`config.mk`:
```
export PLATFORM = sky130hd
export DESIGN_NAME = pse_port_config_timers
export DESIGN_NICKNAME = d
export VERILOG_FILES = /design/src/ppct_pkg.sv /design/src/ppct_pin_sync.sv /design/src/ppct_timer.sv /design/src/pse_port_config_timers.sv
export SDC_FILE = /design/constraint.sdc
export NUM_CORES = 1
export LEC_CHECK = 0
export BUFFER_PORTS_ARGS = -buffer_cell sky130_fd_sc_hd__buf_2
export CAP_MARGIN = 10
export CORE_ASPECT_RATIO = 1.2
export CORE_MARGIN = 5
export CORE_UTILIZATION = 50
export DETAILED_ROUTE_END_ITERATION = 8
export PLACE_DENSITY = 0.79
export SYNTH_ARGS = -nofsm -noshare
export SYNTH_HDL_FRONTEND = slang
export SYNTH_SLANG_ARGS = --single-unit
```
`constraint.sdc`:
```
create_clock -name clk_sys_in -period 4.1 [get_ports clk_sys_in]
set_input_delay 1.23 -clock clk_sys_in [delete_from_list [all_inputs] [get_ports clk_sys_in]]
set_output_delay 1.23 -clock clk_sys_in [all_outputs]
set_load 0.02 [all_outputs]
```
`src/ppct_pkg.sv`:
```
// Shared constants and types for the PSE port configuration and timer block.
// Assumes a single 100 MHz system clock and a synchronous active-low reset.
package ppct_pkg;

  // Register addresses, reached through the serial-bus register port.
  localparam logic [7:0] ADDR_UNPLUG  = 8'h13;
  localparam logic [7:0] ADDR_PROBE   = 8'h14;
  localparam logic [7:0] ADDR_CADENCE = 8'h15;
  localparam logic [7:0] ADDR_TIMING  = 8'h16;
  localparam logic [7:0] ADDR_MISC    = 8'h17;

  // Field positions.
  localparam int DC_UNPLUG_BIT   = 0;
  localparam int AC_UNPLUG_BIT   = 4;
  localparam int PROBE_BIT       = 0;
  localparam int CLASSIFY_BIT    = 4;
  localparam int CADENCE_BIT     = 0;
  localparam int GUARD_BIT       = 6;
  localparam int UNPLUG_SEL_LSB  = 0;
  localparam int FAULT_SEL_LSB   = 2;
  localparam int START_SEL_LSB   = 4;
  localparam int COOLDOWN_LSB    = 6;

  // Writable-bit masks and reset values.
  localparam logic [7:0] UNPLUG_MASK  = 8'h11;
  localparam logic [7:0] PROBE_MASK   = 8'h11;
  localparam logic [7:0] CADENCE_MASK = 8'h01;
  localparam logic [7:0] UNPLUG_RST   = 8'h00;
  localparam logic [7:0] PROBE_AUTO   = 8'hFF;
  localparam logic [7:0] PROBE_OFF    = 8'h00;
  localparam logic [7:0] CADENCE_RST  = 8'h00;
  localparam logic [7:0] TIMING_RST   = 8'h00;
  localparam logic       GUARD_RST    = 1'h1;
  localparam logic [7:0] READ_NONE    = 8'h00;

  // Operating mode codes.
  localparam logic [1:0] MODE_SHUT   = 2'h0;
  localparam logic [1:0] MODE_MANUAL = 2'h1;
  localparam logic [1:0] MODE_SEMI   = 2'h2;
  localparam logic [1:0] MODE_AUTO   = 2'h3;

  // Two-bit scale selector codes.
  localparam logic [1:0] SEL_C0 = 2'h0;
  localparam logic [1:0] SEL_C1 = 2'h1;
  localparam logic [1:0] SEL_C2 = 2'h2;
  localparam logic [1:0] SEL_C3 = 2'h3;

  // Cooldown multiples of the fault time, as shift amounts (16, 32, 64).
  localparam int COOL_SH_C0 = 4;
  localparam int COOL_SH_C1 = 5;
  localparam int COOL_SH_C2 = 6;

  // Nominal times and their cycle counts.
  localparam int          CLK_HZ       = 100_000_000;
  localparam int          CYC_PER_MS   = CLK_HZ / 1000;
  localparam int          T_UNPLUG_MS  = 350;
  localparam int          T_START_MS   = 60;
  localparam int          T_FAULT_MS   = 60;
  localparam int          T_CADENCE_MS = 2200;
  localparam int          TMR_W        = 32;
  localparam logic [31:0] UNPLUG_CYC   = 32'(T_UNPLUG_MS * CYC_PER_MS);
  localparam logic [31:0] START_CYC    = 32'(T_START_MS * CYC_PER_MS);
  localparam logic [31:0] FAULT_CYC    = 32'(T_FAULT_MS * CYC_PER_MS);
  localparam logic [31:0] CADENCE_CYC  = 32'(T_CADENCE_MS * CYC_PER_MS);

  // Timer slots.
  localparam int TMR_UNPLUG  = 0;
  localparam int TMR_START   = 1;
  localparam int TMR_FAULT   = 2;
  localparam int TMR_COOL    = 3;
  localparam int TMR_CADENCE = 4;
  localparam int NTMR        = 5;

  // Edges after reset release before the strap pins are trusted.
  localparam logic [1:0] STRAP_SETTLE = 2'h3;

  typedef enum logic [2:0] {
    SEQ_IDLE, SEQ_DETECT, SEQ_CLASSIFY, SEQ_BACKOFF,
    SEQ_WAIT_PWR, SEQ_STARTUP, SEQ_POWERED, SEQ_COOLDOWN
  } ppct_seq_type;

  typedef struct packed {
    logic [7:0] addr;
    logic [7:0] wdata;
    logic       wr;
    logic       rd;
  } ppct_reg_req_type;

  typedef struct packed {
    logic ac_sense_strap;
    logic spare_pair_strap;
    logic mps_present;
    logic overcurrent;
    logic current_limit;
  } ppct_pins_type;

  typedef struct packed {
    logic det_done;
    logic det_pass;
    logic cls_done;
    logic pwr_on_req;
    logic pwr_off_req;
  } ppct_eng_type;

endpackage : ppct_pkg

```
`src/ppct_pin_sync.sv`:
```
// Two-flop synchroniser for the analog and strap pins of the port.
// Assumes the pins are asynchronous to clk_sys_in.
`timescale 1ns/1ps
`default_nettype none
module ppct_pin_sync (
  input  wire logic                   clk_sys_in,
  input  wire logic                   nrst_in,
  input  wire ppct_pkg::ppct_pins_type pins_in,
  output var  ppct_pkg::ppct_pins_type pins_out
);

  typedef struct packed {
    ppct_pkg::ppct_pins_type meta;
    ppct_pkg::ppct_pins_type sync;
  } ppct_sync_st_type;

  ppct_sync_st_type st_ff;
  ppct_sync_st_type nxt_st;

  // The meta stage feeds only the second stage.
  always_comb begin
    nxt_st      = st_ff;
    nxt_st.meta = pins_in;
    nxt_st.sync = st_ff.meta;
  end

  always_ff @(posedge clk_sys_in) begin
    if (!nrst_in) begin
      st_ff <= '0;
    end else begin
      st_ff <= nxt_st;
    end
  end

  assign pins_out = st_ff.sync;

endmodule : ppct_pin_sync
`default_nettype wire

```
`src/ppct_timer.sv`:
```
// Saturating elapsed-time counter; restarts from zero whenever run drops.
// Assumes the limit is stable while the counter runs.
`timescale 1ns/1ps
`default_nettype none
module ppct_timer (
  input  wire logic        clk_sys_in,
  input  wire logic        nrst_in,
  input  wire logic        run_in,
  input  wire logic [31:0] limit_in,
  output logic             expired_out
);

  typedef struct packed {
    logic [ppct_pkg::TMR_W-1:0] cnt;
  } ppct_tmr_st_type;

  ppct_tmr_st_type st_ff;
  ppct_tmr_st_type nxt_st;

  always_comb begin
    nxt_st = st_ff;
    if (!run_in) begin
      nxt_st.cnt = '0;
    end else if (st_ff.cnt < limit_in) begin
      nxt_st.cnt = st_ff.cnt + 32'h1;
    end
  end

  always_ff @(posedge clk_sys_in) begin
    if (!nrst_in) begin
      st_ff <= '0;
    end else begin
      st_ff <= nxt_st;
    end
  end

  assign expired_out = run_in && (st_ff.cnt >= limit_in);

endmodule : ppct_timer
`default_nettype wire

```
`src/pse_port_config_timers.sv`:
```
// Port configuration registers and timer sequencer for one PSE port.
// Assumes the serial-bus engine, mode register and analog engine share clk_sys_in.
// Operation
// - Reset loads AC or DC unplug watch enable from latched ac sense strap.
// - Bit 0 at 13h enables DC unplug watch, read/write.
// - Bit 4 at 13h enables AC unplug watch, read/write.
// - Unplug watch runs only while powered and after power good rises.
// - Reset sets detect/classify enable register to FFh.
// - At 14h bit 0 enables load probe, bit 4 classification.
// - Probe precedes classification; classification alone when probe disabled.
// - Entering auto sets 14h to FFh; semi or manual sets 00h.
// - Manual mode enable bits launch once, cleared after one cycle completes.
// - Reset clears 15h except bit 0, taken from spare-pair strap.
// - Cadence enable waits 2.2s after each failed probe before retrying.
// - Timing register at 16h resets to 00h; fields scale timers.
// - Field [1:0] sets unplug window; power drops when maintenance absent longer.
// - Field [3:2] sets fault time, longest overcurrent in startup or run.
// - Field [5:4] sets startup time, longest current limit during startup.
// - Field [7:6] sets cooldown rate, how long port stays off.
// - After overcurrent shutdown with guard on, refuse power until cooldown ends.
// - Cooldown codes give 16, 32, 64 or 0 times fault time.
// - Unplug scales 1, 1/4, 1/2, 2; startup and fault 1, 1/2, 2, 4.
// - Cooldown guard enable defaults to 1 after reset.
// - Power good sets at end of startup, clears on any fault.
`timescale 1ns/1ps
`default_nettype none
module pse_port_config_timers #(
  parameter logic [31:0] UNPLUG_CYC  = ppct_pkg::UNPLUG_CYC,
  parameter logic [31:0] START_CYC   = ppct_pkg::START_CYC,
  parameter logic [31:0] FAULT_CYC   = ppct_pkg::FAULT_CYC,
  parameter logic [31:0] CADENCE_CYC = ppct_pkg::CADENCE_CYC
) (
  input  wire logic                       clk_sys_in,
  input  wire logic                       nrst_in,
  input  wire ppct_pkg::ppct_reg_req_type reg_req_in,
  output logic [7:0]                      reg_rdata_out,
  output logic                            reg_hit_out,
  input  wire logic [1:0]                 port_mode_in,
  input  wire ppct_pkg::ppct_eng_type     eng_in,
  input  wire ppct_pkg::ppct_pins_type    pins_in,
  output logic                            power_enable_out,
  output logic                            port_power_good_out,
  output logic                            detect_start_out,
  output logic                            classify_start_out,
  output logic                            dc_unplug_watch_out,
  output logic                            ac_unplug_watch_out,
  output logic                            cooldown_lockout_out,
  output logic                            cooldown_guard_enable_out
);

  typedef struct packed {
    ppct_pkg::ppct_seq_type seq;
    logic [7:0]             unplug;
    logic [7:0]             probe;
    logic [7:0]             cadence;
    logic [7:0]             timing;
    logic                   guard;
    logic [1:0]             mode_prev;
    logic [1:0]             strap_cnt;
    logic                   strap_done;
    logic                   pwr;
    logic                   port_power_good;
    logic                   det_go;
    logic                   cls_go;
    logic                   dc_watch;
    logic                   ac_watch;
    logic                   lock;
    logic [7:0]             rdata;
    logic                   hit;
  } ppct_top_st_type;

  localparam ppct_top_st_type ST_RST = '{
    seq:        ppct_pkg::SEQ_IDLE,
    unplug:     ppct_pkg::UNPLUG_RST,
    probe:      ppct_pkg::PROBE_AUTO,
    cadence:    ppct_pkg::CADENCE_RST,
    timing:     ppct_pkg::TIMING_RST,
    guard:      ppct_pkg::GUARD_RST,
    mode_prev:  ppct_pkg::MODE_AUTO,
    strap_cnt:  2'h0,
    strap_done: 1'h0,
    pwr:        1'h0,
    port_power_good:      1'h0,
    det_go:     1'h0,
    cls_go:     1'h0,
    dc_watch:   1'h0,
    ac_watch:   1'h0,
    lock:       1'h0,
    rdata:      ppct_pkg::READ_NONE,
    hit:        1'h0
  };

  ppct_top_st_type         st_ff;
  ppct_top_st_type         nxt_st;
  ppct_pkg::ppct_pins_type pins;
  logic [1:0]              unplug_sel;
  logic [1:0]              fault_sel;
  logic [1:0]              start_sel;
  logic [1:0]              cool_sel;
  logic [31:0]             tmr_lim [ppct_pkg::NTMR];
  logic [ppct_pkg::NTMR-1:0] tmr_run;
  logic [ppct_pkg::NTMR-1:0] tmr_exp;
  logic                    manual;
  logic                    auto_mode;
  logic                    fault;

  ppct_pin_sync u_sync (
    .clk_sys_in (clk_sys_in),
    .nrst_in    (nrst_in),
    .pins_in    (pins_in),
    .pins_out   (pins)
  );

  assign unplug_sel = st_ff.timing[ppct_pkg::UNPLUG_SEL_LSB +: 2];
  assign fault_sel  = st_ff.timing[ppct_pkg::FAULT_SEL_LSB +: 2];
  assign start_sel  = st_ff.timing[ppct_pkg::START_SEL_LSB +: 2];
  assign cool_sel   = st_ff.timing[ppct_pkg::COOLDOWN_LSB +: 2];

  // Scaled limits. Shifts keep the nominal figures exact for every code.
  always_comb begin
    unique case (unplug_sel)
      ppct_pkg::SEL_C0: tmr_lim[ppct_pkg::TMR_UNPLUG] = UNPLUG_CYC;
      ppct_pkg::SEL_C1: tmr_lim[ppct_pkg::TMR_UNPLUG] = UNPLUG_CYC >> 2;
      ppct_pkg::SEL_C2: tmr_lim[ppct_pkg::TMR_UNPLUG] = UNPLUG_CYC >> 1;
      ppct_pkg::SEL_C3: tmr_lim[ppct_pkg::TMR_UNPLUG] = UNPLUG_CYC << 1;
    endcase
    unique case (start_sel)
      ppct_pkg::SEL_C0: tmr_lim[ppct_pkg::TMR_START] = START_CYC;
      ppct_pkg::SEL_C1: tmr_lim[ppct_pkg::TMR_START] = START_CYC >> 1;
      ppct_pkg::SEL_C2: tmr_lim[ppct_pkg::TMR_START] = START_CYC << 1;
      ppct_pkg::SEL_C3: tmr_lim[ppct_pkg::TMR_START] = START_CYC << 2;
    endcase
    unique case (fault_sel)
      ppct_pkg::SEL_C0: tmr_lim[ppct_pkg::TMR_FAULT] = FAULT_CYC;
      ppct_pkg::SEL_C1: tmr_lim[ppct_pkg::TMR_FAULT] = FAULT_CYC >> 1;
      ppct_pkg::SEL_C2: tmr_lim[ppct_pkg::TMR_FAULT] = FAULT_CYC << 1;
      ppct_pkg::SEL_C3: tmr_lim[ppct_pkg::TMR_FAULT] = FAULT_CYC << 2;
    endcase
    // The cooldown is a multiple of the programmed fault time.
    unique case (cool_sel)
      ppct_pkg::SEL_C0: tmr_lim[ppct_pkg::TMR_COOL] = tmr_lim[ppct_pkg::TMR_FAULT] << ppct_pkg::COOL_SH_C0;
      ppct_pkg::SEL_C1: tmr_lim[ppct_pkg::TMR_COOL] = tmr_lim[ppct_pkg::TMR_FAULT] << ppct_pkg::COOL_SH_C1;
      ppct_pkg::SEL_C2: tmr_lim[ppct_pkg::TMR_COOL] = tmr_lim[ppct_pkg::TMR_FAULT] << ppct_pkg::COOL_SH_C2;
      ppct_pkg::SEL_C3: tmr_lim[ppct_pkg::TMR_COOL] = '0;
    endcase
    tmr_lim[ppct_pkg::TMR_CADENCE] = CADENCE_CYC;
  end

  // Each timer counts only while its condition holds, so a gap restarts it.
  always_comb begin
    tmr_run[ppct_pkg::TMR_UNPLUG] = (st_ff.dc_watch || st_ff.ac_watch) && !pins.mps_present;
    tmr_run[ppct_pkg::TMR_START]  = (st_ff.seq == ppct_pkg::SEQ_STARTUP);
    tmr_run[ppct_pkg::TMR_FAULT]  = st_ff.pwr && pins.overcurrent;
    tmr_run[ppct_pkg::TMR_COOL]   = (st_ff.seq == ppct_pkg::SEQ_COOLDOWN);
    tmr_run[ppct_pkg::TMR_CADENCE] = (st_ff.seq == ppct_pkg::SEQ_BACKOFF);
  end

  for (genvar i = 0; i < ppct_pkg::NTMR; i++) begin : g_tmr
    ppct_timer u_tmr (
      .clk_sys_in  (clk_sys_in),
      .nrst_in     (nrst_in),
      .run_in      (tmr_run[i]),
      .limit_in    (tmr_lim[i]),
      .expired_out (tmr_exp[i])
    );
  end

  assign manual    = (port_mode_in == ppct_pkg::MODE_MANUAL);
  assign auto_mode = (port_mode_in == ppct_pkg::MODE_AUTO);

  // Overcurrent beyond the fault time, or current limit beyond startup time.
  assign fault = st_ff.pwr &&
                 (tmr_exp[ppct_pkg::TMR_FAULT] ||
                  (tmr_exp[ppct_pkg::TMR_START] && pins.current_limit));

  always_comb begin
    nxt_st        = st_ff;
    nxt_st.det_go = 1'h0;
    nxt_st.cls_go = 1'h0;

    // Straps are caught once, after the synchroniser has filled.
    if (!st_ff.strap_done) begin
      if (st_ff.strap_cnt == ppct_pkg::STRAP_SETTLE) begin
        nxt_st.strap_done = 1'h1;
        nxt_st.unplug[ppct_pkg::AC_UNPLUG_BIT] = pins.ac_sense_strap;
        nxt_st.unplug[ppct_pkg::DC_UNPLUG_BIT] = !pins.ac_sense_strap;
        nxt_st.cadence[ppct_pkg::CADENCE_BIT]  = pins.spare_pair_strap;
      end else begin
        nxt_st.strap_cnt = st_ff.strap_cnt + 2'h1;
      end
    end

    if (port_mode_in != st_ff.mode_prev) begin
      if (auto_mode) begin
        nxt_st.probe = ppct_pkg::PROBE_AUTO;
      end else if (manual || port_mode_in == ppct_pkg::MODE_SEMI) begin
        nxt_st.probe = ppct_pkg::PROBE_OFF;
      end
    end
    nxt_st.mode_prev = port_mode_in;

    unique case (st_ff.seq)
      ppct_pkg::SEQ_IDLE: begin
        if (port_mode_in != ppct_pkg::MODE_SHUT && port_mode_in == st_ff.mode_prev) begin
          if (st_ff.probe[ppct_pkg::PROBE_BIT]) begin
            nxt_st.det_go = 1'h1;
            nxt_st.seq    = ppct_pkg::SEQ_DETECT;
          end else if (st_ff.probe[ppct_pkg::CLASSIFY_BIT]) begin
            nxt_st.cls_go = 1'h1;
            nxt_st.seq    = ppct_pkg::SEQ_CLASSIFY;
          end else if (!auto_mode && eng_in.pwr_on_req) begin
            nxt_st.pwr = 1'h1;
            nxt_st.seq = ppct_pkg::SEQ_STARTUP;
          end
        end
      end
      ppct_pkg::SEQ_DETECT: begin
        if (eng_in.det_done) begin
          if (manual) begin
            nxt_st.probe[ppct_pkg::PROBE_BIT] = 1'h0;
          end
          if (!eng_in.det_pass) begin
            nxt_st.seq = st_ff.cadence[ppct_pkg::CADENCE_BIT] ?
                         ppct_pkg::SEQ_BACKOFF : ppct_pkg::SEQ_IDLE;
          end else if (st_ff.probe[ppct_pkg::CLASSIFY_BIT]) begin
            nxt_st.cls_go = 1'h1;
            nxt_st.seq    = ppct_pkg::SEQ_CLASSIFY;
          end else if (auto_mode) begin
            nxt_st.pwr = 1'h1;
            nxt_st.seq = ppct_pkg::SEQ_STARTUP;
          end else begin
            nxt_st.seq = ppct_pkg::SEQ_WAIT_PWR;
          end
        end
      end
      ppct_pkg::SEQ_CLASSIFY: begin
        if (eng_in.cls_done) begin
          if (manual) begin
            nxt_st.probe[ppct_pkg::CLASSIFY_BIT] = 1'h0;
          end
          if (auto_mode) begin
            nxt_st.pwr = 1'h1;
            nxt_st.seq = ppct_pkg::SEQ_STARTUP;
          end else begin
            nxt_st.seq = ppct_pkg::SEQ_WAIT_PWR;
          end
        end
      end
      ppct_pkg::SEQ_WAIT_PWR: begin
        if (eng_in.pwr_on_req) begin
          nxt_st.pwr = 1'h1;
          nxt_st.seq = ppct_pkg::SEQ_STARTUP;
        end else if (manual) begin
          nxt_st.seq = ppct_pkg::SEQ_IDLE;
        end
      end
      ppct_pkg::SEQ_STARTUP: begin
        if (tmr_exp[ppct_pkg::TMR_START] && !fault) begin
          nxt_st.port_power_good = 1'h1;
          nxt_st.seq   = ppct_pkg::SEQ_POWERED;
        end
      end
      ppct_pkg::SEQ_POWERED: begin
        if (tmr_exp[ppct_pkg::TMR_UNPLUG] || eng_in.pwr_off_req) begin
          nxt_st.pwr   = 1'h0;
          nxt_st.port_power_good = 1'h0;
          nxt_st.seq   = ppct_pkg::SEQ_IDLE;
        end
      end
      ppct_pkg::SEQ_BACKOFF: begin
        if (tmr_exp[ppct_pkg::TMR_CADENCE]) begin
          nxt_st.seq = ppct_pkg::SEQ_IDLE;
        end
      end
      ppct_pkg::SEQ_COOLDOWN: begin
        // Power requests are ignored here until the cooldown runs out.
        if (tmr_exp[ppct_pkg::TMR_COOL]) begin
          nxt_st.seq = ppct_pkg::SEQ_IDLE;
        end
      end
    endcase

    if (fault) begin
      nxt_st.pwr   = 1'h0;
      nxt_st.port_power_good = 1'h0;
      if (st_ff.guard && cool_sel != ppct_pkg::SEL_C3) begin
        nxt_st.seq = ppct_pkg::SEQ_COOLDOWN;
      end else begin
        nxt_st.seq = ppct_pkg::SEQ_IDLE;
      end
    end

    // Shutdown mode ends all activity, but a running cooldown still completes.
    if (port_mode_in == ppct_pkg::MODE_SHUT && st_ff.seq != ppct_pkg::SEQ_COOLDOWN) begin
      nxt_st.pwr   = 1'h0;
      nxt_st.port_power_good = 1'h0;
      nxt_st.seq   = ppct_pkg::SEQ_IDLE;
    end

    // Writes land after the hardware updates, so a set from software in the
    // same cycle as a self-clear is kept.
    if (reg_req_in.wr) begin
      unique case (reg_req_in.addr)
        ppct_pkg::ADDR_UNPLUG: begin
          nxt_st.unplug = reg_req_in.wdata & ppct_pkg::UNPLUG_MASK;
        end
        ppct_pkg::ADDR_PROBE: begin
          nxt_st.probe = (nxt_st.probe & ~ppct_pkg::PROBE_MASK) |
                         (reg_req_in.wdata & ppct_pkg::PROBE_MASK);
        end
        ppct_pkg::ADDR_CADENCE: begin
          nxt_st.cadence = reg_req_in.wdata & ppct_pkg::CADENCE_MASK;
        end
        ppct_pkg::ADDR_TIMING: begin
          nxt_st.timing = reg_req_in.wdata;
        end
        ppct_pkg::ADDR_MISC: begin
          nxt_st.guard = reg_req_in.wdata[ppct_pkg::GUARD_BIT];
        end
        default: begin
        end
      endcase
    end

    // The misc register is owned elsewhere; only our four answer reads.
    if (reg_req_in.rd) begin
      nxt_st.hit = 1'h1;
      unique case (reg_req_in.addr)
        ppct_pkg::ADDR_UNPLUG:  nxt_st.rdata = st_ff.unplug;
        ppct_pkg::ADDR_PROBE:   nxt_st.rdata = st_ff.probe;
        ppct_pkg::ADDR_CADENCE: nxt_st.rdata = st_ff.cadence;
        ppct_pkg::ADDR_TIMING:  nxt_st.rdata = st_ff.timing;
        default: begin
          nxt_st.rdata = ppct_pkg::READ_NONE;
          nxt_st.hit   = 1'h0;
        end
      endcase
    end

    nxt_st.dc_watch = nxt_st.port_power_good && nxt_st.pwr && nxt_st.unplug[ppct_pkg::DC_UNPLUG_BIT];
    nxt_st.ac_watch = nxt_st.port_power_good && nxt_st.pwr && nxt_st.unplug[ppct_pkg::AC_UNPLUG_BIT];
    nxt_st.lock     = (nxt_st.seq == ppct_pkg::SEQ_COOLDOWN);
  end

  always_ff @(posedge clk_sys_in) begin
    if (!nrst_in) begin
      st_ff <= ST_RST;
    end else begin
      st_ff <= nxt_st;
    end
  end

  assign reg_rdata_out             = st_ff.rdata;
  assign reg_hit_out               = st_ff.hit;
  assign power_enable_out          = st_ff.pwr;
  assign port_power_good_out       = st_ff.port_power_good;
  assign detect_start_out          = st_ff.det_go;
  assign classify_start_out        = st_ff.cls_go;
  assign dc_unplug_watch_out       = st_ff.dc_watch;
  assign ac_unplug_watch_out       = st_ff.ac_watch;
  assign cooldown_lockout_out      = st_ff.lock;
  assign cooldown_guard_enable_out = st_ff.guard;

endmodule : pse_port_config_timers
`default_nettype wire

```
Word level (Yosys, flattened, before mapping)
Index checks and enable logic that the tools add are counted.
Widths: inputs -> output; s select.
- $add $sub $neg: 6
- bitwise operators: 3
- equality and inequality tests: 33
- multiplexer cells: 72
- order comparisons: 10
- reductions and logical operators: 42
- operators by type and width (cell ; number):
    $pmux 32 s4 ; 4
    $add 32x1->32 const B ; 5
    $ge 32x32->1 ; 4
    $lt 32x32->1 ; 4
    $mux 3 ; 17
    $eq 8x5->1 const B ; 5
    $mux 8 ; 5
    $mux 1 ; 35
    $ge 32x28->1 const B ; 1
    $lt 32x28->1 const B ; 1
    $pmux 8 s4 ; 1
    $mux 30 ; 1
    $pmux 3 s8 ; 1
    $eq 2x2->1 const B ; 11
    $logic_and 1x1->1 ; 17
    $reduce_and 2->1 ; 8
    $eq 3x3->1 const B ; 5
    $eq 2x1->1 const B ; 5
    $logic_not 2->1 ; 5
    $mux 2 ; 4
    $or 8x5->8 ; 1
    $eq 3x2->1 const B ; 2
    $mux 5 ; 1
    $pmux 1 s5 ; 1
    14 further kinds ; 22
- logic and storage cells: 199
- bits of input ports: 32
- bits in registers: 214

Logic depth before layout (Yosys ltp)
Gate-level depths: netlist of run 1.
- depth in word-level cells: 15
- depth in mapped cells: 16

Hierarchy
A second synthesis of run 1 with hierarchy kept.
- cells, all modules: 2005
- area total of the unflattened synthesis: 16331.9 µm²
- modules (own cells, without submodules) (module ; area an instance (µm²) ; sequential area each (µm²) ; times used ; cells each):
    ppct_timer ; 2620.0 ; 640.6 ; 5 ; 325
    pse_port_config_timers ; 2969.1 ; 880.8 ; 1 ; 360
    ppct_pin_sync ; 262.8 ; 200.2 ; 1 ; 20

Worst setup path before layout of run 1
No wires, ideal clock.
- path kind: reg-to-reg
- start point: register st_ff, in the netlist fault_sel[0]
- end point: register g_tmr[3].u_tmr.st_ff[27] (netlist bit)
- cell stages (with the launch flop): 17
- library setup time: 0.128 ns
- path buffers: 2
- arrival: 3.254 ns
- setup slack: 0.718 ns
- cells stage by stage: dfxtp_1 -> inv_1 -> ha_1 -> clkbuf_1 -> nor2_1 -> o21ai_0 -> nand2_1 -> ha_1 -> a21o_1 -> a221o_1 -> a22oi_1 -> o211a_1 -> nor4b_2 -> buf_2 -> nand4_1 -> xor2_1 -> nor2_1
- longest elaborated chain between the ends: 4
- elaborated cells between the ends (all ways): 7
- RTL lines (item ; RTL line ; text):
    start: declaration ; pse_port_config_timers.sv:93 ; ppct_top_st_type st_ff;
    start signal: assignment ; pse_port_config_timers.sv:349 ; st_ff <= nxt_st;
    $eq 2x2->1 (tied with other cells) ; pse_port_config_timers.sv:133 ; unique case (fault_sel)
    $pmux 32 s4 * ; pse_port_config_timers.sv:133 ;
    $pmux 32 s4 * ; pse_port_config_timers.sv:140 ; unique case (cool_sel)
    $lt 32x32->1 * ; ppct_timer.sv:24 ; end else if (st_ff.cnt < limit_in) begin
    end signal: assignment ; ppct_timer.sv:33 ; st_ff <= nxt_st;
    end: declaration ; ppct_timer.sv:17 ; ppct_tmr_st_type st_ff;
Mark *: on every way between the ends. The rest lies on a longest branch, timed or not. The select of a mux whose other input is x is not followed.
A chain may end at the register's enable or synchronous reset.

Worst setup path after layout of run 1
- start point: register st_ff, in the netlist cool_sel[1]
- end point: register g_tmr[3].u_tmr.st_ff[19] (netlist bit)
- longest elaborated chain between the ends: 3
- elaborated cells between the ends (all ways): 6
- RTL lines (item ; RTL line):
    $eq 2x2->1 (tied with other cells) ; pse_port_config_timers.sv:140
    $pmux 32 s4 * ; pse_port_config_timers.sv:140
    $lt 32x32->1 * ; ppct_timer.sv:24
Marks and branches as above.

==> results of run 1 <==
-- what timing repair did --
action                                  in CTS  in global routing
setup buffers                                0                  3
resized for setup                            0                  1
endpoints found under the setup margin       0                 21
-- layout make-up --
cell class	instances	area (um2)	area share, %
diodes	2	5.00	0.0375
clock buffers	29	638	4.78
clock inverters	11	209	1.56
inverters	71	267	1.99
multi-input cells	1087	7190	53.8
flip-flops and latches	214	4280	32.1
well taps	320	400	3.00
repair buffers	65	368	2.75
-- worst max-delay path by stage --
stage	start	end	slack, ps
floorplan	fault_sel[0]	g_tmr[3].u_tmr.st_ff[27]	720
CTS	fault_sel[1]	g_tmr[2].u_tmr.st_ff[17]	160
global route	fault_sel[1]	g_tmr[2].u_tmr.st_ff[14]	50
global placement	fault_sel[1]	g_tmr[2].u_tmr.st_ff[17]	480
finish	cool_sel[1]	g_tmr[3].u_tmr.st_ff[19]	370
detailed placement	fault_sel[1]	g_tmr[2].u_tmr.st_ff[17]	170
-- logic make-up (layout without fill, tap and decap cells) --
logic type               after synthesis  after routing
adder cells (fa/ha/maj)              107            107
AO/OA/AOI/OAI                        213            213
buffers and inverters                129            176
flip-flops                           214            214
multiplexers                          24             24
XOR/XNOR                             113            113
AND/OR/NAND/NOR                      630            630
other                                  0              2
-- placed cells by master, fill, tap and decap left out, types with 4 or more instances in the layout --
cell type    n
a211oi_1    11
a21boi_0    10
a21o_1      11
a21oi_1     64
a22oi_1      6
a31oi_1      6
and2_1      32
and3_1      32
and4_1      12
buf_2       48
buf_4       17
bufinv_16    6
clkbuf_16   23
clkbuf_8     4
clkinv_2     4
dfxtp_1    214
ha_1       107
inv_1       71
mux2_2       6
mux2i_1     18
nand2_1    104
nand2b_1    20
nand3_1     65
nand4_1     47
nand4b_1     4
nor2_1     174
nor2b_1     20
nor3_1      42
nor4_1      16
nor4_2       4
o21a_1       5
o21ai_0     64
or3_1       24
or4_1        7
xnor2_1     58
xor2_1      55
-- stage by stage --
| step | cell area [um2] | util (%) | std cells |
|---|---|---|---|
| 4_1_cts | 13300 | 56.0 | 1794 |
| 3_5_place_dp | 12500 | 52.4 | 1754 |
| 5_1_grt | 13400 | 56.1 | 1799 |
| 2_1_floorplan | 12000 | - | 1430 |
| 6_report | 13400 | 56.1 | 1799 |
| 3_3_place_gp | 12500 | 52.4 | 1754 |
-- routing by layer --
layer	vias up	global-route usage, %
met5	-	0
met4	4	7.19
met3	79	2.82
met2	202	35.3
met1	4800	22.9
li1	5081	-
-- power by group --
part | switching (mW) | leakage (nW) | internal [mW] | total, mW
sequential | 0.0370 | 1.73 | 2.11 | 2.15
combinational | 0.107 | 2.81 | 0.0874 | 0.194
clock | 0.832 | 0.419 | 1.47 | 2.30
total | 0.976 | 4.96 | 3.67 | 4.65
-- flip-flops by register name, indices dropped and copies added (netlist names), named ones only --
name,flops
detect_start_out,1
st_ff,17
u_sync.nxt_st,5
reg_rdata_out,8
cooldown_lockout_out,1
ac_unplug_watch_out,1
g_tmr.u_tmr.st_ff,160
cool_sel,2
u_sync.pins_out,5
reg_hit_out,1
classify_start_out,1
fault_sel,2
dc_unplug_watch_out,1
cooldown_guard_enable_out,1
power_enable_out,1
port_power_good_out,1
-- worst max-delay path, cell delays in order, from the launching register on --
cell,delay (ps)
dfxtp_1,850
nor2_1,230
a22oi_1,300
nand2_1,110
ha_1,320
nand4_1,140
nor4_1,400
nand4_1,200
o211a_1,300
nor4b_2,170
buf_4,210
nand4_1,130
xor2_1,180
nor2_1,60
==> results.py, run 1 <==
metrics = {
    "outcome": {
        "status": "finished clean",
    },
    "sta": {
        "timing.slew.headroom_pct": 37.2,
        "final-setup-viol-count": 0,
        "skew_ps": 11.5,
        "tightest_slew_ps": 939,
        "worst_slack_ps": 373,
        "slew_viol_final": 0,
        "fin_crit_ps": 3730,
        "max_freq_ghz": 0.268,
        "rsz0062_at_grt": "no",
        "hold_viol": 0,
        "period_share_pct": 90.9,
        "whs_ps": 436,
        "tns_ps": 0,
    },
    "synthesis": {
        "yosysTopAreaCell": "dfxtp_1",
        "synth_top_family_by_area": "simple AND/OR/NAND/NOR gates",
        "muxShareOfSynthArea_pct": 2.06,
        "synth.yosys.seq_area_share_pct": 35.7,
        "syn_area_um2": 12000,
        "synthAdderAreaFrac_pct": 11.1,
        "yosysMostFrequentCell": "dfxtp_1",
        "ys_ff_latch": 214,
        "synth_compound_area_share_pct": 11.1,
        "synth_edf_count": 0,
        "synth_area_leaders": "dfxtp_1 36%, ha_1 11%, nor2_1 5.5%, xnor2_1 4.2%, xor2_1 4.0%",
        "synth_nets": 1569,
        "syn_area_per_cell_um2": 8.40,
        "synth-warning-count": 0,
        "yosys.area.top_type_share_pct": 35.7,
        "synth_cell_types": 76,
        "synth-xor-area-share_pct": 8.24,
        "yosys-top-cells-count": "214 x dfxtp_1, 175 x nor2_1, 107 x ha_1",
        "ys.flop_type": "dfxtp_1",
        "async_flop_share_pct": 0,
        "synth_simple_gate_area_share_pct": 27.2,
        "synth_cells": 1430,
    },
    "placed_design": {
        "dp_slack_ps": 171,
        "gp_congestion": 0.906,
        "place_hpwl_um": 19700,
        "io_buffers": 48,
    },
    "cts": {
        "clock_sinks": 214,
        "clk_latency_ps": 510,
        "holdBufCountCts": 0,
        "htree_levels": 1,
        "numCtsBuffers": 22,
        "cts_tree": "built",
        "clkSlewWorstSetupHoldPaths_ps": 60,
        "cts_root_buf": "clkbuf_16",
        "clockBufferDepth": 3,
    },
    "setup_path": {
        "reg2reg_depth": 13,
        "critPathLaunchType": "flop",
        "required_ps": 4480,
        "critical_path_class": "flop to flop",
        "cp.arrival_ps": 4110,
        "r2r-end": "g_tmr[3].u_tmr.st_ff[19]",
        "cp_max_fo": 26,
        "r2r-start": "cool_sel[1]",
        "r2r_slack_ps": 370,
        "endpoint_kind": "flop",
    },
    "finish": {
        "nFillCells": 2089,
        "nets": 1600,
        "area_delta_synth_final_pct": 11.2,
        "drive_above_1_share_pct": 8.94,
    },
    "floorplanning": {
        "core-area_um2": 23800,
        "die_y_um": 180,
        "initial_core_util_pct": 50.4,
        "num_rows": 62,
        "ios": 49,
        "die_x_um": 151,
        "dieArea_um2": 27200,
    },
    "detailed_routing": {
        "vias": 10200,
        "dr.pass1.iters": 5,
        "drt-initial-drc-count": 623,
        "drc": 0,
        "wl_per_cell_um": 15.0,
        "highest_layer": "met5",
        "route.met2.wl_um": 13700,
        "wl_um": 27000,
        "ant_nets": 0,
        "vias_per_cell": 5.65,
        "met3WireLength_um": 1040,
        "drt-met1-wl_um": 11300,
    },
    "global_routing": {
        "grt_overflow": 0,
        "first_global_vias": 9846,
        "groute.usage.overall_pct": 19.5,
        "antenna_found_initial": 4,
        "grt_first_pass_wirelength_um": 45500,
        "grt_max_degree": 55,
    },
    "hold_path": {
        "hold-path-endpoint": "g_tmr[4].u_tmr.st_ff[29]",
        "min_path_type": "flop to flop",
        "min_path_cells": 2,
        "hold_start": "g_tmr[4].u_tmr.st_ff[29]",
    },
    "pwr": {
        "peakVddDrop_mv": 0.340,
        "p_per_area_nw_per_um2": 348,
        "fin_total_pwr_mw": 4.65,
        "p_leak_nw": 4.96,
    },
    "flow_run": {
        "max_cap_viol_count": 0,
    },
}
(Power assumes the default switching activity.)
==> inputs of run 2 (changes only) <==
--- a/config.mk
+++ b/config.mk
@@ -5,6 +5,7 @@
 export SDC_FILE = /design/constraint.sdc
 export NUM_CORES = 1
 export LEC_CHECK = 0
+export ABC_AREA = 1
 export BUFFER_PORTS_ARGS = -buffer_cell sky130_fd_sc_hd__buf_2
 export CAP_MARGIN = 10
 export CORE_ASPECT_RATIO = 1.2
==> run 2 against run 1 <==
  * Clock-buffer cell count is 3 lower
  * Global-route usage up 2.3 points
  * Non-clock buffer count down 10
  * Core utilization decreased by 0.43 points
  * Setup slack improved by 50 ps
  * Combinational power grew 110%
  * First-iteration DRC count increased by 73%
  * Final area is 9.8% higher
  * Flip-flop and latch count did not move
  * Critical path depth increased by 9
  * Clock power is 9.1% lower
  * Largest cell class unchanged
  * Highest routed layer is now met4
==> results.py, run 2 <==
metrics = {
    "detailed_routing": {
        "drt-initial-drc-count": 1077,
        "vias_per_cell": 5.40,
        "dr.pass1.iters": 6,
        "ant_nets": 0,
        "wl_um": 33900,
        "wl_per_cell_um": 14.1,
        "drc": 0,
        "vias": 13000,
    },
    "setup_path": {
        "endpoint_kind": "flop",
        "cp.arrival_ps": 4120,
        "path_cells": "inv_1 > ha_1 > nor2_1 > nand2_1 > nand2_1 > o21ai_0 > o21ai_0 > ha_1 > nand2_1 > nand2_1 > nand2_1 > nand2_1 > nand2_1 > nand2_1 > nand2_1 > nand3_1 > nor2_1 > nand2_1 > nor2_2 > inv_1 > or2_0 > a21oi_1",
        "critPathSlowestCell": "nor2_1",
        "cp_max_fo": 8,
        "critical_path_class": "flop to flop",
        "critPathLaunchType": "flop",
        "path_common_cell": "nand2_1",
        "required_ps": 4550,
        "cpPeakStageDelay_ps": 430,
        "cp_top_family": "simple AND/OR/NAND/NOR gates",
        "cp_num_buf_inv": 2,
    },
    "finish": {
        "nets": 2196,
        "multi_input_area_um2": 7840,
        "nFillCells": 2597,
        "final_cell_mix": "512 x nand2_1, 264 x inv_1, 221 x nor2_1",
        "largest_reg_flops": 160,
        "fin_cells": 2409,
        "fin_area_um2": 14700,
        "area_delta_synth_final_pct": 9.35,
        "layout_commonest_cell": "nand2_1",
        "drive_above_1_share_pct": 6.47,
        "ff_latch_area_um2": 4280,
        "largest-register": "g_tmr.u_tmr.st_ff",
    },
    "sta": {
        "tightest_slew_ps": 1120,
        "worst_slack_ps": 423,
        "slew_viol_final": 0,
        "period_share_pct": 89.7,
        "skew_ps": 8.11,
        "timing.slew.headroom_pct": 24.9,
        "max_freq_ghz": 0.272,
        "tns_ps": 0,
        "rsz0062_at_grt": "no",
        "hold_viol": 0,
        "whs_ps": 426,
        "final-setup-viol-count": 0,
        "fin_crit_ps": 3680,
    },
    "global_routing": {
        "groute.usage.overall_pct": 21.8,
        "grt_max_degree": 33,
        "first_global_vias": 12200,
        "grt_overflow": 0,
        "grt_first_pass_wirelength_um": 56600,
        "antenna_found_initial": 3,
    },
    "cts": {
        "clk_latency_ps": 510,
        "htree_levels": 1,
        "numCtsBuffers": 23,
        "holdBufCountCts": 0,
        "post_cts_buffers": 0,
        "clkSlewWorstSetupHoldPaths_ps": 70,
        "cts_root_buf": "clkbuf_16",
        "cts_tree": "built",
        "cts.repair.resized": 0,
        "clock_sinks": 214,
        "clockBufferDepth": 3,
    },
    "synthesis": {
        "synth_edf_count": 0,
        "ys_ff_latch": 214,
        "syn_area_per_cell_um2": 6.63,
        "synth_cells": 2022,
        "synth_cell_types": 49,
        "synth.yosys.seq_area_share_pct": 31.9,
        "yosys-top-cells-count": "512 x nand2_1, 264 x inv_1, 221 x nor2_1",
        "yosys.area.top_type_share_pct": 31.9,
        "async_flop_share_pct": 0,
        "synth-warning-count": 0,
        "yosysMostFrequentCell": "nand2_1",
        "synth_nets": 2161,
        "yosysTopAreaCell": "dfxtp_1",
        "ys.flop_type": "dfxtp_1",
        "syn_area_um2": 13400,
        "synth_area_leaders": "dfxtp_1 32%, nand2_1 14%, ha_1 10%, inv_1 7.4%, a21oi_1 6.2%",
    },
    "flow_run": {
        "max_cap_viol_count": 0,
    },
    "floorplanning": {
        "ios": 49,
        "num_rows": 65,
        "dieArea_um2": 30200,
        "core-area_um2": 26400,
        "initial_core_util_pct": 50.9,
        "die_x_um": 160,
        "die_y_um": 189,
    },
    "placed_design": {
        "placed_area_um2": 13900,
        "dp_slack_ps": 439,
        "gp_congestion": 0.928,
        "place_hpwl_um": 26000,
        "io_buffers": 48,
        "dp.cells": 2367,
    },
    "pwr": {
        "p_leak_nw": 5.83,
        "peakVddDrop_mv": 0.265,
        "p_per_area_nw_per_um2": 319,
    },
    "outcome": {
        "status": "finished clean",
    },
    "hold_path": {
        "min_path_type": "flop to flop",
    },
}
## run 2: worst paths after layout
check,startpoint,cells past startpoint,slack (ps),endpoint
setup reg to reg,fault_sel[1],22,420,g_tmr[3].u_tmr.st_ff[11]
hold reg to reg,g_tmr[4].u_tmr.st_ff[30],2,430,g_tmr[4].u_tmr.st_ff[30]
setup / recovery,fault_sel[1],22,420,g_tmr[3].u_tmr.st_ff[11]
hold / removal,g_tmr[4].u_tmr.st_ff[30],2,430,g_tmr[4].u_tmr.st_ff[30]
## run 2: final cells by class
class | count | share of cell area [%]
antenna | 4 | 0.0682
inverter | 286 | 7.32
timing repair buffer | 55 | 2.00
multi-input combinational | 1477 | 53.5
clock inverter | 12 | 0.938
tap | 335 | 2.86
sequential | 214 | 29.2
clock buffer | 26 | 4.14
## run 2: per-stage QoR
stage | utilization (%) | total power [mW]
detailed placement | 52.8 | 2.62
global placement | 52.8 | 2.60
global route | 55.7 | 4.85
finish | 55.7 | 4.68
CTS | 55.6 | 4.73
floorplan | - | 2.50
## run 2: logic make-up (layout without fill, tap and decap cells)
| logic type | after synthesis | after routing | share of synthesized area (%) |
|---|---|---|---|
| AOI/OAI and AO/OA | 297 | 297 | 11.9 |
| xor gates and xnor gates | 63 | 63 | 4.11 |
| adders and majority gates | 107 | 107 | 9.98 |
| buffers and inverters | 331 | 379 | 9.59 |
| DFF | 214 | 214 | 31.9 |
| other | 0 | 4 | 0 |
| and+or+nand+nor | 1010 | 1010 | 32.5 |
## run 2: worst register-to-register path, cell delays in order (launching register included)
cell	delay, ps
dfxtp_1	420
inv_1	160
ha_1	240
nor2_1	430
nand2_1	100
nand2_1	110
o21ai_0	80
o21ai_0	110
ha_1	290
nand2_1	70
nand2_1	40
nand2_1	50
nand2_1	40
nand2_1	50
nand2_1	50
nand2_1	70
nand3_1	260
nor2_1	270
nand2_1	160
nor2_2	190
inv_1	90
or2_0	200
a21oi_1	120
## run 2: per-layer routing
layer  GRT usage (%)  share of wire (%)
met5               0                  0
met4            8.93                3.8
met3            2.90                6.0
met2            37.7                 47
met1            27.2                 43
## run 2: power by group
part,switching (mW),leakage (nW),internal (mW)
clock,0.850,0.373,1.24
combinational,0.276,3.73,0.137
sequential,0.0427,1.73,2.13
total,1.17,5.83,3.51
==> inputs of run 3 (changes only) <==
--- a/config.mk
+++ b/config.mk
@@ -12,7 +12,8 @@
 export CORE_MARGIN = 5
 export CORE_UTILIZATION = 50
 export DETAILED_ROUTE_END_ITERATION = 8
-export PLACE_DENSITY = 0.79
+export PLACE_DENSITY = 0.78
 export SYNTH_ARGS = -nofsm -noshare
 export SYNTH_HDL_FRONTEND = slang
+export SYNTH_HIERARCHICAL = 1
 export SYNTH_SLANG_ARGS = --single-unit
==> run 3 against run 2 <==
  * Maximum frequency up 7.0%
  * Global-route usage rose by 0.84 points
  * Via count is 31% higher
  * Register-to-register slack better by 240 ps
  * Area after synthesis is 27% higher
  * Critical path depth unchanged
  * Final cell count grew 35%
  * Core utilization down 0.56 points
==> results.py, run 3 <==
metrics = {
    "outcome": {
        "status": "finished clean",
    },
    "setup_path": {
        "cp_max_fo": 8,
        "r2r_slack_ps": 660,
        "required_ps": 4510,
        "critPathLaunchType": "flop",
        "critical_path_class": "flop to flop",
        "startpoint": "cool_sel[1]",
        "cp.arrival_ps": 3850,
        "endpoint_kind": "flop",
        "r2r-start": "cool_sel[1]",
    },
    "cts": {
        "cts_tree": "built",
        "clockBufferDepth": 3,
        "cts_root_buf": "clkbuf_16",
        "clock_sinks": 214,
        "numCtsBuffers": 25,
        "cts.repair.resized": 0,
        "htree_levels": 1,
        "post_cts_buffers": 0,
        "holdBufCountCts": 0,
        "clk_latency_ps": 550,
        "clkSlewWorstSetupHoldPaths_ps": 60,
    },
    "floorplanning": {
        "ios": 49,
        "initial_core_util_pct": 50.4,
        "die_x_um": 179,
        "dieArea_um2": 38000,
        "num_rows": 74,
        "core-area_um2": 33900,
        "die_y_um": 213,
    },
    "detailed_routing": {
        "drt-initial-drc-count": 1157,
        "vias": 17100,
        "wl_per_cell_um": 13.2,
        "vias_per_cell": 5.26,
        "wl_um": 42900,
        "drc": 0,
        "ant_nets": 0,
        "dr.pass1.iters": 6,
    },
    "placed_design": {
        "place_hpwl_um": 32500,
        "io_buffers": 48,
        "gp_congestion": 0.933,
    },
    "finish": {
        "layout_commonest_cell": "nand2_1",
        "area_delta_synth_final_pct": 9.25,
        "drive_above_1_share_pct": 8.45,
        "nFillCells": 3394,
        "nets": 2997,
        "final_cell_mix": "577 x nand2_1, 421 x nor2_1, 367 x inv_1",
        "largest-register": "g_tmr.u_tmr/st_ff",
        "largest_reg_flops": 160,
    },
    "synthesis": {
        "synth_cells": 2678,
        "yosys.area.top_type_share_pct": 25.1,
        "async_flop_share_pct": 0,
        "ys.flop_type": "dfxtp_1",
        "syn_area_um2": 17100,
        "synth-warning-count": 6,
        "syn_area_per_cell_um2": 6.38,
        "synth_area_leaders": "dfxtp_1 25%, ha_1 14%, nand2_1 13%, nor2_1 9.2%, inv_1 8.1%",
        "yosys-top-cells-count": "582 x nand2_1, 421 x nor2_1, 367 x inv_1",
        "yosysMostFrequentCell": "nand2_1",
        "ys_ff_latch": 214,
        "yosysTopAreaCell": "dfxtp_1",
        "synth_edf_count": 0,
        "synth.yosys.seq_area_share_pct": 25.1,
        "synth_cell_types": 40,
    },
    "sta": {
        "period_share_pct": 83.8,
        "slew_viol_final": 0,
        "rsz0062_at_grt": "no",
        "hold_viol": 0,
        "tns_ps": 0,
        "max_freq_ghz": 0.291,
        "final-setup-viol-count": 0,
        "skew_ps": 18.6,
        "tightest_slew_ps": 827,
        "whs_ps": 416,
        "fin_crit_ps": 3440,
        "timing.slew.headroom_pct": 44.5,
    },
    "global_routing": {
        "groute.usage.overall_pct": 22.6,
        "grt_overflow": 0,
        "first_global_vias": 16500,
        "antenna_found_initial": 2,
        "grt_first_pass_wirelength_um": 73800,
        "grt_max_degree": 59,
    },
    "pwr": {
        "peakVddDrop_mv": 0.275,
        "switching_share_pct": 24.5,
        "p_sw_mw": 1.12,
        "clockPowerShare_pct": 48.2,
        "p_leak_nw": 8.66,
        "p_int_mw": 3.46,
        "pwr-share-seq_pct": 46.5,
        "p_per_area_nw_per_um2": 245,
        "power.share.combinational_pct": 5.3,
    },
    "hold_path": {
        "hold_start": "u_sync/nxt_st[3]",
        "min_path_type": "flop to flop",
    },
    "flow_run": {
        "max_cap_viol_count": 0,
    },
}
-- run 3: changes by cell type in the layout (fill, tap and decap cells not counted), sizes merged, moves of 31 or more --
| cell | change |
|---|---|
| a21oi | +74 |
| conb | +81 |
| ha | +81 |
| inv | +98 |
| nand2 | +97 |
| nand3 | +172 |
| nor2 | +242 |
| nor3 | -43 |
| o21ai | -31 |
-- run 3: kinds of logic after synthesis --
| kind of cell | count (synthesis) | share of synthesized area [%] |
|---|---|---|
| AO/OA/AOI/OAI | 331 | 10.7 |
| XOR/XNOR | 22 | 1.13 |
| adder cells (fa/ha/maj) | 188 | 13.8 |
| buffers and inverters | 454 | 10.9 |
| flip-flops | 214 | 25.1 |
| other | 2 | 0.0439 |
| AND/OR/NAND/NOR | 1467 | 38.4 |
-- run 3: worst max-delay path, stage by stage, from the launching register on --
cell,delay [ps]
dfxtp_1,420
inv_1,80
nor2_1,290
inv_1,210
o21ai_0,190
nand2_1,90
o21ai_0,80
inv_1,60
ha_1,270
nand2_1,50
nor2_1,180
nand3_1,130
nor3b_2,260
nor3b_1,240
o21ai_0,120
inv_1,60
inv_1,30
nand2_1,70
nand2_1,70
nor2_1,100
nand4_1,80
nor2_1,160
nor2_1,50
-- run 3: power by group through the flow --
| stage | clock network [mW] | logic [mW] | registers (mW) |
|---|---|---|---|
| 2_1_floorplan | 0 | 0.173 | 2.17 |
| 3_3_place_gp | 0 | 0.227 | 2.18 |
| 3_5_place_dp | 0 | 0.236 | 2.18 |
| 4_1_cts | 2.26 | 0.238 | 2.13 |
| 5_1_grt | 2.35 | 0.283 | 2.13 |
| 6_report | 2.21 | 0.243 | 2.13 |
-- run 3: metal layers --
metal | up-vias | share of wire, % | GRT usage, %
met5 | - | 0 | 0
met1 | 7823 | 43 | 27.3
li1 | 8785 | - | -
met2 | 388 | 49 | 40.9
met3 | 92 | 4.4 | 2.90
met4 | 0 | 3.0 | 8.00
-- run 3: metrics by stage --
step	setup slack, ps	total power, mW	cells	utilization [%]	instance area [um2]
after global placement	736	2.40	3206	52.8	17900
final	664	4.58	3250	55.1	18700
after global routing	224	4.76	3249	55.1	18700
after CTS	674	4.63	3249	55.1	18700
after detailed placement	721	2.41	3206	52.8	17900
after floorplan	1060	2.34	2757	-	17400
-- run 3: area by class of cell --
type	instances	area, um2	area share, %
multi-input combinational	2089	11200	60.2
sequential	214	4280	22.9
inverter	388	1460	7.80
clock buffer	34	699	3.75
tap	456	571	3.06
timing repair buffer	59	323	1.73
clock inverter	9	90.1	0.482
antenna	1	2.50	0.0134
-- run 3: path summary, 6_finish.rpt --
path / depth (start not counted) / end
setup / recovery: 22 / st_ff[55]
hold / removal: 2 / u_sync/pins_out[3]
setup reg to reg: 22 / st_ff[55]
hold reg to reg: 2 / u_sync/pins_out[3]
